$ cat src/logic/ddc_consts.svh
// timing and field constants for the ddr2 command link, controller and memory ends
// assumes a single 100 MHz clock shared by both ends; included by bare name
`ifndef DDC_CONSTS_SVH
`define DDC_CONSTS_SVH

// ----------------------------------------------------------------------------
// clock and time figures
// ----------------------------------------------------------------------------
`define DDC_TCK_NS        10
`define DDC_TRP_NS        15
`define DDC_WTR_NCK       2
`define DDC_CKE_NCK       3
`define DDC_XP_NCK        2

// ----------------------------------------------------------------------------
// mode register layout and reset value
// ----------------------------------------------------------------------------
`define DDC_MR_W          14
`define DDC_MR_STROBE_BIT 10
`define DDC_MR_WR_LSB     0
`define DDC_MR_WR_MSB     2
`define DDC_MR_RST        14'h0004

// ----------------------------------------------------------------------------
// counter width
// ----------------------------------------------------------------------------
`define DDC_CNT_W         5

`endif

$ cat src/logic/ddc_pkg.sv
// types and helper functions shared by both ends of the ddr2 command link
// assumes ddc_consts.svh is on the include path
`include "ddc_consts.svh"

package ddc_pkg;

  // --------------------------------------------------------------------------
  // types
  // --------------------------------------------------------------------------
  typedef logic [`DDC_CNT_W-1:0] ddc_cnt_t;

  typedef enum logic [2:0] {
    DDC_NOP,
    DDC_ACT,
    DDC_RD,
    DDC_WR,
    DDC_WRA,
    DDC_PRE,
    DDC_MRS
  } ddc_cmd_t;

  typedef enum logic [2:0] {
    DDC_OP_RD,
    DDC_OP_WR,
    DDC_OP_WRA,
    DDC_OP_ACT,
    DDC_OP_PRE,
    DDC_OP_MRS,
    DDC_OP_PDE,
    DDC_OP_PDX
  } ddc_op_t;

  // --------------------------------------------------------------------------
  // functions
  // --------------------------------------------------------------------------
  // time to whole clocks, rounded up, never below one
  function automatic int ru_cycles(input int t_ns, input int tck_ns);
    int c;
    c = (t_ns + tck_ns - 1) / tck_ns;
    return (c < 1) ? 1 : c;
  endfunction

  // down-counter step that also accepts a new load, keeping the longer wait
  function automatic ddc_cnt_t cnt_step(input ddc_cnt_t cur, input ddc_cnt_t ld);
    ddc_cnt_t d;
    d = (cur == '0) ? '0 : cur - ddc_cnt_t'(1);
    return (ld > d) ? ld : d;
  endfunction

endpackage

$ cat src/logic/ddc_link_if.sv
// command, clock-enable and data link between the controller end and the memory end
// assumes both ends run on the same clk_sys; no clocking block here
`timescale 1ns/1ps

interface ddc_link_if #(
  parameter int ADDR_W = 14,
  parameter int DATA_W = 16
);
  logic                   cke;
  ddc_pkg::ddc_cmd_t      cmd;
  logic [ADDR_W-1:0]      addr;
  logic [DATA_W-1:0]      wdata;
  logic                   dqs_t;
  logic                   dqs_c;
  logic [DATA_W-1:0]      rdata;
  logic                   rvalid;
  logic                   rbad;
  logic                   wr_fault;

  modport ctrl (
    output cke,
    output cmd,
    output addr,
    output wdata,
    output dqs_t,
    output dqs_c,
    input  rdata,
    input  rvalid,
    input  rbad,
    input  wr_fault
  );

  modport dram (
    input  cke,
    input  cmd,
    input  addr,
    input  wdata,
    input  dqs_t,
    input  dqs_c,
    output rdata,
    output rvalid,
    output rbad,
    output wr_fault
  );
endinterface // ddc_link_if

$ cat src/logic/ddc_ctrl.sv
// controller end: takes user requests, spaces commands by down-counters, drives cke and strobes
// assumes the memory end samples the link on the same clk_sys edge that follows each drive
`timescale 1ns/1ps
`include "ddc_consts.svh"

module ddc_ctrl #(
  parameter int ADDR_W = 14,
  parameter int DATA_W = 16,
  parameter int DEPTH  = 16
) (
  input  wire logic              clk_sys,
  input  wire logic              arst_n,
  ddc_link_if.ctrl               link,
  input  wire logic              req_valid,
  input  ddc_pkg::ddc_op_t       req_op,
  input  wire logic [ADDR_W-1:0] req_addr,
  input  wire logic [DATA_W-1:0] req_data,
  input  wire logic              req_skew,
  output logic                   req_ready,
  output logic                   rd_valid,
  output logic [DATA_W-1:0]      rd_data,
  output logic                   rd_bad,
  output logic                   down
);

  localparam int IDX_W = $clog2(DEPTH);
  localparam ddc_pkg::ddc_cnt_t TRP_NCK = ddc_pkg::ddc_cnt_t'(ddc_pkg::ru_cycles(`DDC_TRP_NS, `DDC_TCK_NS));
  localparam ddc_pkg::ddc_cnt_t WTR_NCK = ddc_pkg::ddc_cnt_t'(`DDC_WTR_NCK);
  localparam ddc_pkg::ddc_cnt_t CKE_NCK = ddc_pkg::ddc_cnt_t'(`DDC_CKE_NCK);
  localparam ddc_pkg::ddc_cnt_t XP_NCK  = ddc_pkg::ddc_cnt_t'(`DDC_XP_NCK);
  localparam ddc_pkg::ddc_cnt_t ONE     = ddc_pkg::ddc_cnt_t'(1);

  typedef enum logic {CT_UP, CT_DOWN} ddc_ct_st_t;

  // --------------------------------------------------------------------------
  // state
  // --------------------------------------------------------------------------
  ddc_ct_st_t           st_reg,     st_next;
  logic                 cke_reg,    cke_next;
  ddc_pkg::ddc_cmd_t    cmd_reg,    cmd_next;
  logic [ADDR_W-1:0]    addr_reg,   addr_next;
  logic [DATA_W-1:0]    wdata_reg,  wdata_next;
  logic [DATA_W-1:0]    wbuf_reg,   wbuf_next;
  logic                 dqst_reg,   dqst_next;
  logic                 dqsc_reg,   dqsc_next;
  logic                 wpend_reg,  wpend_next;
  logic                 skew_reg,   skew_next;
  logic [IDX_W-1:0]     widx_reg,   widx_next;
  logic [`DDC_MR_W-1:0] mr_reg,     mr_next;
  logic [DEPTH-1:0]     bad_reg,    bad_next;
  ddc_pkg::ddc_cnt_t    cany_reg,   cany_next;
  ddc_pkg::ddc_cnt_t    crd_reg,    crd_next;
  ddc_pkg::ddc_cnt_t    cact_reg,   cact_next;
  ddc_pkg::ddc_cnt_t    ccke_reg,   ccke_next;
  logic                 rdv_reg,    rdv_next;
  logic [DATA_W-1:0]    rdd_reg,    rdd_next;
  logic                 rdb_reg,    rdb_next;
  ddc_pkg::ddc_cnt_t    ld_any;
  ddc_pkg::ddc_cnt_t    ld_rd;
  ddc_pkg::ddc_cnt_t    ld_act;
  ddc_pkg::ddc_cnt_t    ld_cke;
  logic                 single;
  logic                 take;
  logic [IDX_W-1:0]     ridx;

  assign single = mr_reg[`DDC_MR_STROBE_BIT];
  assign ridx   = req_addr[IDX_W-1:0];
  assign take   = req_valid & req_ready;

  // --------------------------------------------------------------------------
  // request gating
  // --------------------------------------------------------------------------
  // a request is held off, never dropped, while its counter runs
  always_comb begin
    req_ready = 1'b0;
    if (st_reg == CT_DOWN) begin
      req_ready = (req_op == ddc_pkg::DDC_OP_PDX) && (ccke_reg == '0);
    end else if (cany_reg == '0) begin
      case (req_op)
        ddc_pkg::DDC_OP_RD:  req_ready = (crd_reg == '0) & ~link.rvalid;
        ddc_pkg::DDC_OP_ACT: req_ready = (cact_reg == '0);
        ddc_pkg::DDC_OP_PDE: req_ready = (ccke_reg == '0);
        ddc_pkg::DDC_OP_PDX: req_ready = 1'b0;
        default:             req_ready = 1'b1;
      endcase
    end
  end

  // --------------------------------------------------------------------------
  // next state
  // --------------------------------------------------------------------------
  always_comb begin
    st_next    = st_reg;
    cke_next   = cke_reg;
    cmd_next   = ddc_pkg::DDC_NOP;
    addr_next  = addr_reg;
    wdata_next = wdata_reg;
    wbuf_next  = wbuf_reg;
    wpend_next = 1'b0;
    skew_next  = skew_reg;
    widx_next  = widx_reg;
    mr_next    = mr_reg;
    bad_next   = bad_reg;
    rdv_next   = link.rvalid;
    rdd_next   = link.rdata;
    rdb_next   = link.rbad;
    ld_any     = '0;
    ld_rd      = '0;
    ld_act     = '0;
    ld_cke     = '0;
    // idle strobes: true low, complement high in differential mode, unused when single
    dqst_next  = 1'b0;
    dqsc_next  = ~single;
    if (wpend_reg) begin
      wdata_next = wbuf_reg;
      dqst_next  = ~(single & skew_reg);
      dqsc_next  = ~single & skew_reg;
      widx_next  = addr_reg[IDX_W-1:0];
    end
    // fault arrives one edge after the data slot; a newer write to that location already in flight wins
    if (link.wr_fault && !(wpend_reg && addr_reg[IDX_W-1:0] == widx_reg)) begin
      bad_next[widx_reg] = 1'b1;
    end
    if (take) begin
      case (req_op)
        ddc_pkg::DDC_OP_RD: begin
          if (bad_reg[ridx]) begin
            rdv_next = 1'b1;
            rdd_next = '0;
            rdb_next = 1'b1;
          end else begin
            cmd_next  = ddc_pkg::DDC_RD;
            addr_next = req_addr;
          end
        end
        ddc_pkg::DDC_OP_WR, ddc_pkg::DDC_OP_WRA: begin
          cmd_next        = (req_op == ddc_pkg::DDC_OP_WRA) ? ddc_pkg::DDC_WRA : ddc_pkg::DDC_WR;
          addr_next       = req_addr;
          wbuf_next       = req_data;
          wpend_next      = 1'b1;
          skew_next       = req_skew;
          bad_next[ridx]  = 1'b0;
          ld_any          = ONE;
          // data lands one clock after the command; the read wait counts from its end
          ld_rd           = ONE + WTR_NCK;
          if (req_op == ddc_pkg::DDC_OP_WRA) begin
            ld_act = ONE + ddc_pkg::ddc_cnt_t'(mr_reg[`DDC_MR_WR_MSB:`DDC_MR_WR_LSB]) + TRP_NCK;
          end
        end
        ddc_pkg::DDC_OP_ACT: begin
          cmd_next  = ddc_pkg::DDC_ACT;
          addr_next = req_addr;
        end
        ddc_pkg::DDC_OP_PRE: begin
          cmd_next  = ddc_pkg::DDC_PRE;
          addr_next = req_addr;
          ld_act    = TRP_NCK - ONE;
        end
        ddc_pkg::DDC_OP_MRS: begin
          cmd_next  = ddc_pkg::DDC_MRS;
          addr_next = req_addr;
          mr_next   = req_addr[`DDC_MR_W-1:0];
        end
        ddc_pkg::DDC_OP_PDE: begin
          cke_next = 1'b0;
          st_next  = CT_DOWN;
          ld_cke   = CKE_NCK - ONE;
        end
        ddc_pkg::DDC_OP_PDX: begin
          cke_next = 1'b1;
          st_next  = CT_UP;
          ld_cke   = CKE_NCK - ONE;
          // exit registers on the third edge, then active waits two more
          ld_act   = CKE_NCK + XP_NCK - ONE;
          ld_any   = CKE_NCK;
        end
        default: begin
        end
      endcase
    end
    cany_next = ddc_pkg::cnt_step(cany_reg, ld_any);
    crd_next  = ddc_pkg::cnt_step(crd_reg, ld_rd);
    cact_next = ddc_pkg::cnt_step(cact_reg, ld_act);
    ccke_next = ddc_pkg::cnt_step(ccke_reg, ld_cke);
  end

  // --------------------------------------------------------------------------
  // registers
  // --------------------------------------------------------------------------
  always_ff @(posedge clk_sys or negedge arst_n) begin
    if (!arst_n) begin
      st_reg    <= CT_UP;
      cke_reg   <= 1'b1;
      cmd_reg   <= ddc_pkg::DDC_NOP;
      addr_reg  <= '0;
      wdata_reg <= '0;
      wbuf_reg  <= '0;
      dqst_reg  <= 1'b0;
      dqsc_reg  <= 1'b1;
      wpend_reg <= 1'b0;
      skew_reg  <= 1'b0;
      widx_reg  <= '0;
      mr_reg    <= `DDC_MR_RST;
      bad_reg   <= '0;
      cany_reg  <= '0;
      crd_reg   <= '0;
      cact_reg  <= '0;
      ccke_reg  <= '0;
      rdv_reg   <= 1'b0;
      rdd_reg   <= '0;
      rdb_reg   <= 1'b0;
    end else begin
      st_reg    <= st_next;
      cke_reg   <= cke_next;
      cmd_reg   <= cmd_next;
      addr_reg  <= addr_next;
      wdata_reg <= wdata_next;
      wbuf_reg  <= wbuf_next;
      dqst_reg  <= dqst_next;
      dqsc_reg  <= dqsc_next;
      wpend_reg <= wpend_next;
      skew_reg  <= skew_next;
      widx_reg  <= widx_next;
      mr_reg    <= mr_next;
      bad_reg   <= bad_next;
      cany_reg  <= cany_next;
      crd_reg   <= crd_next;
      cact_reg  <= cact_next;
      ccke_reg  <= ccke_next;
      rdv_reg   <= rdv_next;
      rdd_reg   <= rdd_next;
      rdb_reg   <= rdb_next;
    end
  end

  // --------------------------------------------------------------------------
  // outputs
  // --------------------------------------------------------------------------
  assign link.cke   = cke_reg;
  assign link.cmd   = cmd_reg;
  assign link.addr  = addr_reg;
  assign link.wdata = wdata_reg;
  assign link.dqs_t = dqst_reg;
  assign link.dqs_c = dqsc_reg;
  assign rd_valid   = rdv_reg;
  assign rd_data    = rdd_reg;
  assign rd_bad     = rdb_reg;
  assign down       = (st_reg == CT_DOWN);

endmodule // ddc_ctrl

$ cat src/flat_wrapper.sv
// flat-port wrapper written by rule: the top's interface ports become plain ports
module ddc_ctrl_flat 
#(
  parameter int ADDR_W = 14,
  parameter int DATA_W = 16,
  parameter int DEPTH  = 16
)
  (clk_sys, arst_n, req_valid, req_op, req_addr, req_data, req_skew, req_ready, rd_valid, rd_data, rd_bad, down, link_cke, link_cmd, link_addr, link_wdata, link_dqs_t, link_dqs_c, link_rdata, link_rvalid, link_rbad, link_wr_fault);
  ddc_link_if #(.ADDR_W(ADDR_W), .DATA_W(DATA_W)) link_i ();
  input  wire logic clk_sys;
  input  wire logic arst_n;
  input  wire logic req_valid;
  input  ddc_pkg::ddc_op_t req_op;
  input  wire logic [ADDR_W-1:0] req_addr;
  input  wire logic [DATA_W-1:0] req_data;
  input  wire logic req_skew;
  output logic req_ready;
  output logic rd_valid;
  output logic [DATA_W-1:0] rd_data;
  output logic rd_bad;
  output logic down;
  output wire logic [$bits(link_i.cke)-1:0] link_cke;
  output wire logic [$bits(link_i.cmd)-1:0] link_cmd;
  output wire logic [$bits(link_i.addr)-1:0] link_addr;
  output wire logic [$bits(link_i.wdata)-1:0] link_wdata;
  output wire logic [$bits(link_i.dqs_t)-1:0] link_dqs_t;
  output wire logic [$bits(link_i.dqs_c)-1:0] link_dqs_c;
  input wire logic [$bits(link_i.rdata)-1:0] link_rdata;
  input wire logic [$bits(link_i.rvalid)-1:0] link_rvalid;
  input wire logic [$bits(link_i.rbad)-1:0] link_rbad;
  input wire logic [$bits(link_i.wr_fault)-1:0] link_wr_fault;
  assign link_cke = link_i.cke;
  assign link_cmd = link_i.cmd;
  assign link_addr = link_i.addr;
  assign link_wdata = link_i.wdata;
  assign link_dqs_t = link_i.dqs_t;
  assign link_dqs_c = link_i.dqs_c;
  assign link_i.rdata = link_rdata;
  assign link_i.rvalid = link_rvalid;
  assign link_i.rbad = link_rbad;
  assign link_i.wr_fault = link_wr_fault;
  ddc_ctrl #(.ADDR_W(ADDR_W), .DATA_W(DATA_W), .DEPTH(DEPTH)) u_core (.clk_sys(clk_sys), .arst_n(arst_n), .link(link_i), .req_valid(req_valid), .req_op(req_op), .req_addr(req_addr), .req_data(req_data), .req_skew(req_skew), .req_ready(req_ready), .rd_valid(rd_valid), .rd_data(rd_data), .rd_bad(rd_bad), .down(down));
endmodule
$ cat config.mk
export PLATFORM = sky130hd
export DESIGN_NAME = ddc_ctrl_flat
export DESIGN_NICKNAME = d
export VERILOG_FILES = /design/src/logic/ddc_pkg.sv /design/src/logic/ddc_link_if.sv /design/src/logic/ddc_ctrl.sv /design/src/flat_wrapper.sv
export VERILOG_INCLUDE_DIRS = /design/src /design/src/logic
export SDC_FILE = /design/constraint.sdc
export NUM_CORES = 1
export LEC_CHECK = 0
export BUFFER_PORTS_ARGS = -buffer_cell sky130_fd_sc_hd__buf_2
export CAP_MARGIN = 25
export CELL_PAD_IN_SITES_DETAIL_PLACEMENT = 1
export CELL_PAD_IN_SITES_GLOBAL_PLACEMENT = 1
export CORE_AREA = 2 2 117 119
export DETAILED_ROUTE_END_ITERATION = 7
export DIE_AREA = 0 0 119 121
export MAX_ROUTING_LAYER = met4
export PLACE_DENSITY_LB_ADDON = 0.1
export SYNTH_ARGS = -nofsm -noshare
export SYNTH_HDL_FRONTEND = slang
export SYNTH_SLANG_ARGS = --single-unit
$ cat constraint.sdc
create_clock -name clk_sys -period 4.5 [get_ports clk_sys]
set_input_delay 0.9 -clock clk_sys [delete_from_list [all_inputs] [get_ports clk_sys]]
set_output_delay 0.9 -clock clk_sys [all_outputs]
set_load 0.005 [all_outputs]
Word-level counts from Yosys, hierarchy flattened
Cells that the tools add are included.
{"block": "word_totals", "ff_bits": 124, "in_bits": 56, "out_inout_bits": 56, "word_cells": 123}
{"block": "classes", "add_sub_neg": 6, "order_cmp": 8, "eq_ne": 9, "muxes": 50, "bitwise": 10, "reduce_logical": 20}
{"operator": "16-bit two-way mux", "count": 6}
{"operator": "5-bit two-way mux", "count": 13}
{"operator": "14-bit case mux with 2 select lines", "count": 1}
{"operator": "5-bit > comparator", "count": 4}
{"operator": "5-bit zero test", "count": 4}
{"operator": "5-bit by 1-bit subtractor with 5-bit output, second input constant", "count": 4}
{"operator": "16-bit bitwise AND", "count": 1}
{"operator": "16-bit inverter", "count": 1}
{"operator": "16-bit OR", "count": 1}
{"operator": "1-bit two-way mux", "count": 15}
{"operator": "3-bit case mux with 5 select lines", "count": 1}
{"operator": "5-bit case mux with 3 select lines", "count": 1}
{"operator": "14-bit two-way mux", "count": 1}
{"operator": "3-bit == test, second input constant", "count": 4}
{"operator": "4-bit by 5-bit < comparator with 1-bit output, second input constant", "count": 2}
{"operator": "1-bit demux with 4-bit select", "count": 2}
{"operator": "4-bit by 1-bit >= comparator with 1-bit output, second input constant", "count": 2}
{"operator": "3-bit by 2-bit == test with 1-bit output, second input constant", "count": 2}
{"operator": "2-bit two-way mux", "count": 3}
{"operator": "3-bit two-way mux", "count": 2}
{"operator": "2-bit AND reduction", "count": 3}
{"operator": "5-bit by 2-bit adder with 5-bit output, second input constant", "count": 1}
{"operator": "1-bit logical AND", "count": 5}
{"operator": "5-bit OR reduction", "count": 1}
{"operator": "15 further kinds", "count": 23}

Depth between registers and ports, before layout
{"block": "depth", "ltp_word": 9, "mapped_depth": 15, "mapped_depth_nobuf": 13}

Worst setup path after synthesis
OpenSTA, ideal clock, no wires.
{"block": "synth_path", "path_kind": "input-to-reg", "from": "input req_op[2]", "to": "register u_core.crd_reg[0]", "setup_time_ns": 0.125, "arrival_ns": 3.735, "t_required_ns": 4.375, "setup_slack_ns": 0.641, "path_stages": 12, "path_buffers": 3, "cell_sequence": "clkbuf_1 > and3_1 > nand3_1 > a21bo_2 > a2111oi_4 > buf_6 > buf_4 > ha_1 > a21oi_1 > a21oi_1 > o21ai_0 > mux2_2"}
{"block": "synth_between", "elab_chain_cells": 8, "word_cells_on_any_way": 16, "classes_between": "order compare (1); eq/ne (5); mux (6); bitwise (1); reduce/logical (3)"}
{"element": "from (decl)", "line": "flat_wrapper.sv:13", "source": "input ddc_pkg::ddc_op_t req_op;"}
{"element": "3-bit == test, or another cell as far along", "line": "ddc_ctrl.sv:77, ddc_ctrl.sv:79"}
{"element": "1-bit case mux with 4 select lines", "line": "ddc_ctrl.sv:79", "source": "case (req_op)"}
{"element": "1-bit two-way mux", "line": "ddc_ctrl.sv:78", "source": "end else if (cany_reg == '0) begin"}
{"element": "1-bit two-way mux", "line": "ddc_ctrl.sv:76", "source": "if (st_reg == CT_DOWN) begin"}
{"element": "1-bit bitwise AND", "line": "ddc_ctrl.sv:68", "source": "assign take = req_valid & req_ready;"}
{"element": "5-bit two-way mux *", "line": "ddc_ctrl.sv:124", "source": "if (take) begin"}
{"element": "5-bit > comparator", "line": "ddc_pkg.sv:47", "source": "return (ld > d) ? ld : d;"}
{"element": "5-bit two-way mux *", "line": "ddc_pkg.sv:47"}
{"element": "via u_core.crd_next[0]", "line": "ddc_ctrl.sv:52", "source": "ddc_pkg::ddc_cnt_t crd_reg, crd_next;"}
{"element": "to (signal assigned)", "line": "ddc_ctrl.sv:227", "source": "crd_reg <= crd_next;"}
{"element": "to (decl)", "line": "ddc_ctrl.sv:52"}
The timed path passes the listed nets; every way through them passes the cells marked *.
A chain may end at the register's enable or synchronous reset.

Worst setup path after layout
{"block": "layout_path", "from": "register u_core.ccke_reg[0]", "to": "register u_core.cact_reg[4]"}
{"block": "layout_between", "elab_chain_cells": 8, "word_cells_on_any_way": 9, "classes_between": "order compare (1); mux (5); bitwise (1); reduce/logical (2)"}
{"element": "from (decl)", "line": "ddc_ctrl.sv:54", "source": "ddc_pkg::ddc_cnt_t ccke_reg, ccke_next;"}
{"element": "from (signal assigned)", "line": "ddc_ctrl.sv:229", "source": "ccke_reg <= ccke_next;"}
{"element": "5-bit zero test *", "line": "ddc_ctrl.sv:77, ddc_ctrl.sv:82"}
{"element": "1-bit case mux with 4 select lines", "line": "ddc_ctrl.sv:79"}
{"element": "1-bit two-way mux", "line": "ddc_ctrl.sv:78"}
{"element": "1-bit two-way mux *", "line": "ddc_ctrl.sv:76"}
{"element": "1-bit bitwise AND *", "line": "ddc_ctrl.sv:68"}
{"element": "5-bit two-way mux *", "line": "ddc_ctrl.sv:124"}
{"element": "5-bit > comparator", "line": "ddc_pkg.sv:47"}
{"element": "5-bit two-way mux *", "line": "ddc_pkg.sv:47"}
{"element": "via u_core.cact_next[4]", "line": "ddc_ctrl.sv:53", "source": "ddc_pkg::ddc_cnt_t cact_reg, cact_next;"}
{"element": "to (signal assigned)", "line": "ddc_ctrl.sv:228", "source": "cact_reg <= cact_next;"}
{"element": "to (decl)", "line": "ddc_ctrl.sv:53"}
Marked as above.

==> results.py <==
metrics = {
    "pwr": {
        "sw_frac_of_total": 0.326,
        "p_clk_frac": 0.304,
        "switchingPower_mw": 1.45,
        "power_density_nw_per_um2": 643,
        "power.internal_mw": 2.99,
        "p_leak_nw": 3.30,
        "combPwrFrac": 0.310,
        "pwr-share-seq": 0.386,
        "ir_drop_v": 0.000326,
    },
    "setup_path": {
        "cp-startpoint": "u_core.ccke_reg[0]",
        "critPathMaxStageDelay_ns": 0.47,
        "crit_family": "compound AO/OA/AOI/OAI gates",
        "path_class": "reg2reg",
        "crit_required_ns": 4.80,
        "path_cells": "inv_1 -> ha_1 -> nor4b_4 -> nand3_1 -> buf_4 -> a21bo_2 -> a2111o_1 -> inv_1 -> ha_1 -> nor2b_1 -> o21a_1 -> o21ai_0 -> a21oi_1 -> mux2_2",
        "cp_num_buf_inv": 3,
        "critical_path.slowest_cell": "a21oi_1",
        "cp_max_fo": 14,
        "start_kind": "flop",
        "r2r-start": "u_core.ccke_reg[0]",
        "arrival_ns": 4.10,
        "cp-end-kind": "flop",
    },
    "cells_and_area": {
        "seq_area_um2": 2930,
        "multi_input_area_um2": 2410,
        "layoutNonFillerInstCount": 772,
        "fillCellCount": 1399,
        "final_layout_size_suffix_gt1_frac": 0.380,
        "fin_nets": 657,
        "area_delta_synth_final_pct": 24.8,
    },
    "route": {
        "drcViolationCount": 0,
        "via_per_inst": 5.20,
        "drt-initial-drc-count": 140,
        "wire_per_inst_um": 16.6,
        "num_vias": 4013,
        "routed_wl_mm": 12.8,
        "antenna_left": 0,
        "dr.pass1.iters": 4,
    },
    "logic_synthesis": {
        "seq_area_frac_synth": 0.531,
        "ys_types": 55,
        "netlist_instances": 462,
        "ys.flop_type": "dfrtp_1",
        "synth-seq-cells": 117,
        "syn_avg_cell_area_um2": 12.0,
        "yosys-top-cells-area": "dfrtp_1 (52%), mux2_2 (11%), ha_1 (4.3%)",
        "syn_nets": 537,
        "synth_top_cell_by_area": "dfrtp_1",
        "synth_top_cell_area_share": 0.517,
        "async_reset_ff_frac": 1.00,
        "ys_warn_count": 0,
        "netlist_area_um2": 5520,
        "yosysMostFrequentCell": "dfrtp_1",
        "synth-edff-count": 0,
        "synth_commonest_cells": "dfrtp_1 (114), mux2_2 (56), inv_1 (27), a21oi_1 (24)",
    },
    "cts": {
        "cts_setup_buffers": 0,
        "cts.hold.buffers_added": 0,
        "clk_pin_slew_ns": 0.06,
        "cts_made_buffers": 17,
        "cts_tree": "yes",
        "cts-resized-gates": 0,
        "root_buffer": "clkbuf_16",
        "clock_latency_ns": 0.42,
        "clockBufferDepth": 2,
        "cts_sinks": 117,
        "h-tree-depth": 4,
    },
    "timing": {
        "hold_slack_ns": 0.432,
        "fin_crit_sh": 0.845,
        "setup_violations": 0,
        "setup_slack_ns": 0.699,
        "relSlewSlack": 0.331,
        "hold_violations": 0,
        "rsz0062_at_grt": "false",
        "slew_violations": 0,
        "fmax_ghz": 0.263,
        "worst_slew_pin_slew_ns": 1.00,
        "timing.final.crit_period_ns": 3.80,
        "tns_ns": 0,
        "finalClockSkew_ns": 0.00511,
    },
    "placement": {
        "gp_congestion": 0.810,
        "pre_cts_ws_ns": 0.585,
        "port_buffers": 111,
        "dp_cells": 739,
        "hpwl_mm": 9.42,
    },
    "floorplan": {
        "die_w_um": 119,
        "die-area_um2": 14400,
        "ios": 112,
        "fp.dieH_um": 121,
        "rows": 42,
        "coreArea_um2": 13100,
        "start_util": 0.422,
    },
    "flow_run": {
        "cap_violations": 0,
    },
    "grt": {
        "overflow": 0,
        "antenna_found_initial": 1,
        "grt_pass1_vias": 4426,
        "grt_usage": 0.199,
        "grt_first_pass_wirelength_mm": 21.6,
        "grt_max_degree": 62,
    },
    "worst_hold_path": {
        "worstHoldStart": "u_core.mr_reg[10]",
        "hold_path.class": "reg2reg",
    },
    "outcome": {
        "status": "completed",
    },
}
-- stage by stage --
step | area, um^2 | power, mW | utilization
finish | 6890 | 4.43 | 0.527
global route | 6890 | 4.77 | 0.527
CTS | 6890 | 4.50 | 0.527
detailed placement | 6290 | 3.12 | 0.481
global placement | 6290 | 3.03 | 0.481
floorplan | 5520 | 2.62 | -
-- area by class of cell --
type,count,area share
Antenna cell,1,0.000363
Clock buffer,19,0.0657
Clock inverter,13,0.0216
Inverter,27,0.0147
Multi-Input combinational cell,299,0.350
Sequential cell,117,0.425
Tap cell,176,0.0319
Timing Repair Buffer,120,0.0908
-- cells in the final DEF, fill, tap and decap left out, types with 3 or more instances in the layout --
cell type,count
dfrtp_1,114
buf_2,110
mux2_2,56
inv_1,27
a21oi_1,24
nor2_1,23
nor2b_1,23
a31oi_1,21
ha_1,19
nand2_1,17
clkbuf_16,17
nor3_1,12
mux2i_1,11
buf_4,10
mux2_1,9
o21ai_0,8
xor2_1,7
nand2b_1,6
xnor2_1,6
a211oi_1,6
and2_1,5
clkinv_4,5
nand3_1,4
o22ai_1,3
clkinvlp_4,3
dfstp_2,3
-- worst paths after layout --
path / to / slack [ns] / depth (start not counted)
hold / removal: u_core.link.dqs_c / 0.43 / 1
min in group asynchronous: u_core.bad_reg[12] / 0.56 / 1
setup reg to reg: u_core.cact_reg[4] / 0.70 / 14
max in group asynchronous: u_core.link.cke / 3.04 / 2
hold reg to reg: u_core.link.dqs_c / 0.43 / 1
setup / recovery: u_core.cact_reg[4] / 0.70 / 14
-- power by group through the flow --
stage	Sequential, mW	Combinational [mW]	Clock, mW
after global routing	1.77	1.56	1.43
after global placement	1.70	1.32	0
after detailed placement	1.73	1.39	0
final	1.71	1.37	1.35
after CTS	1.72	1.40	1.38
after floorplan	1.66	0.963	0
-- layer usage --
| layer | share of wire | track usage | vias to the layer above |
|---|---|---|---|
| met4 | 0.018 | 0.0796 | 0 |
| met5 | 0 | - | - |
| li1 | - | - | 1891 |
| met3 | 0.058 | 0.0540 | 18 |
| met1 | 0.45 | 0.243 | 1974 |
| met2 | 0.48 | 0.317 | 130 |
-- logic make-up (layout without fill, tap and decap cells) --
kind of cell	Yosys count	in the layout	synth area share
flops	117	117	0.531
simple gates	107	107	0.109
compound gates	82	82	0.101
mux	78	78	0.161
buf+inv	46	179	0.0344
fa+ha+maj	19	19	0.0430
xor+xnor	13	13	0.0206
other cells	0	1	0
Power figures use the tool's default switching activity.
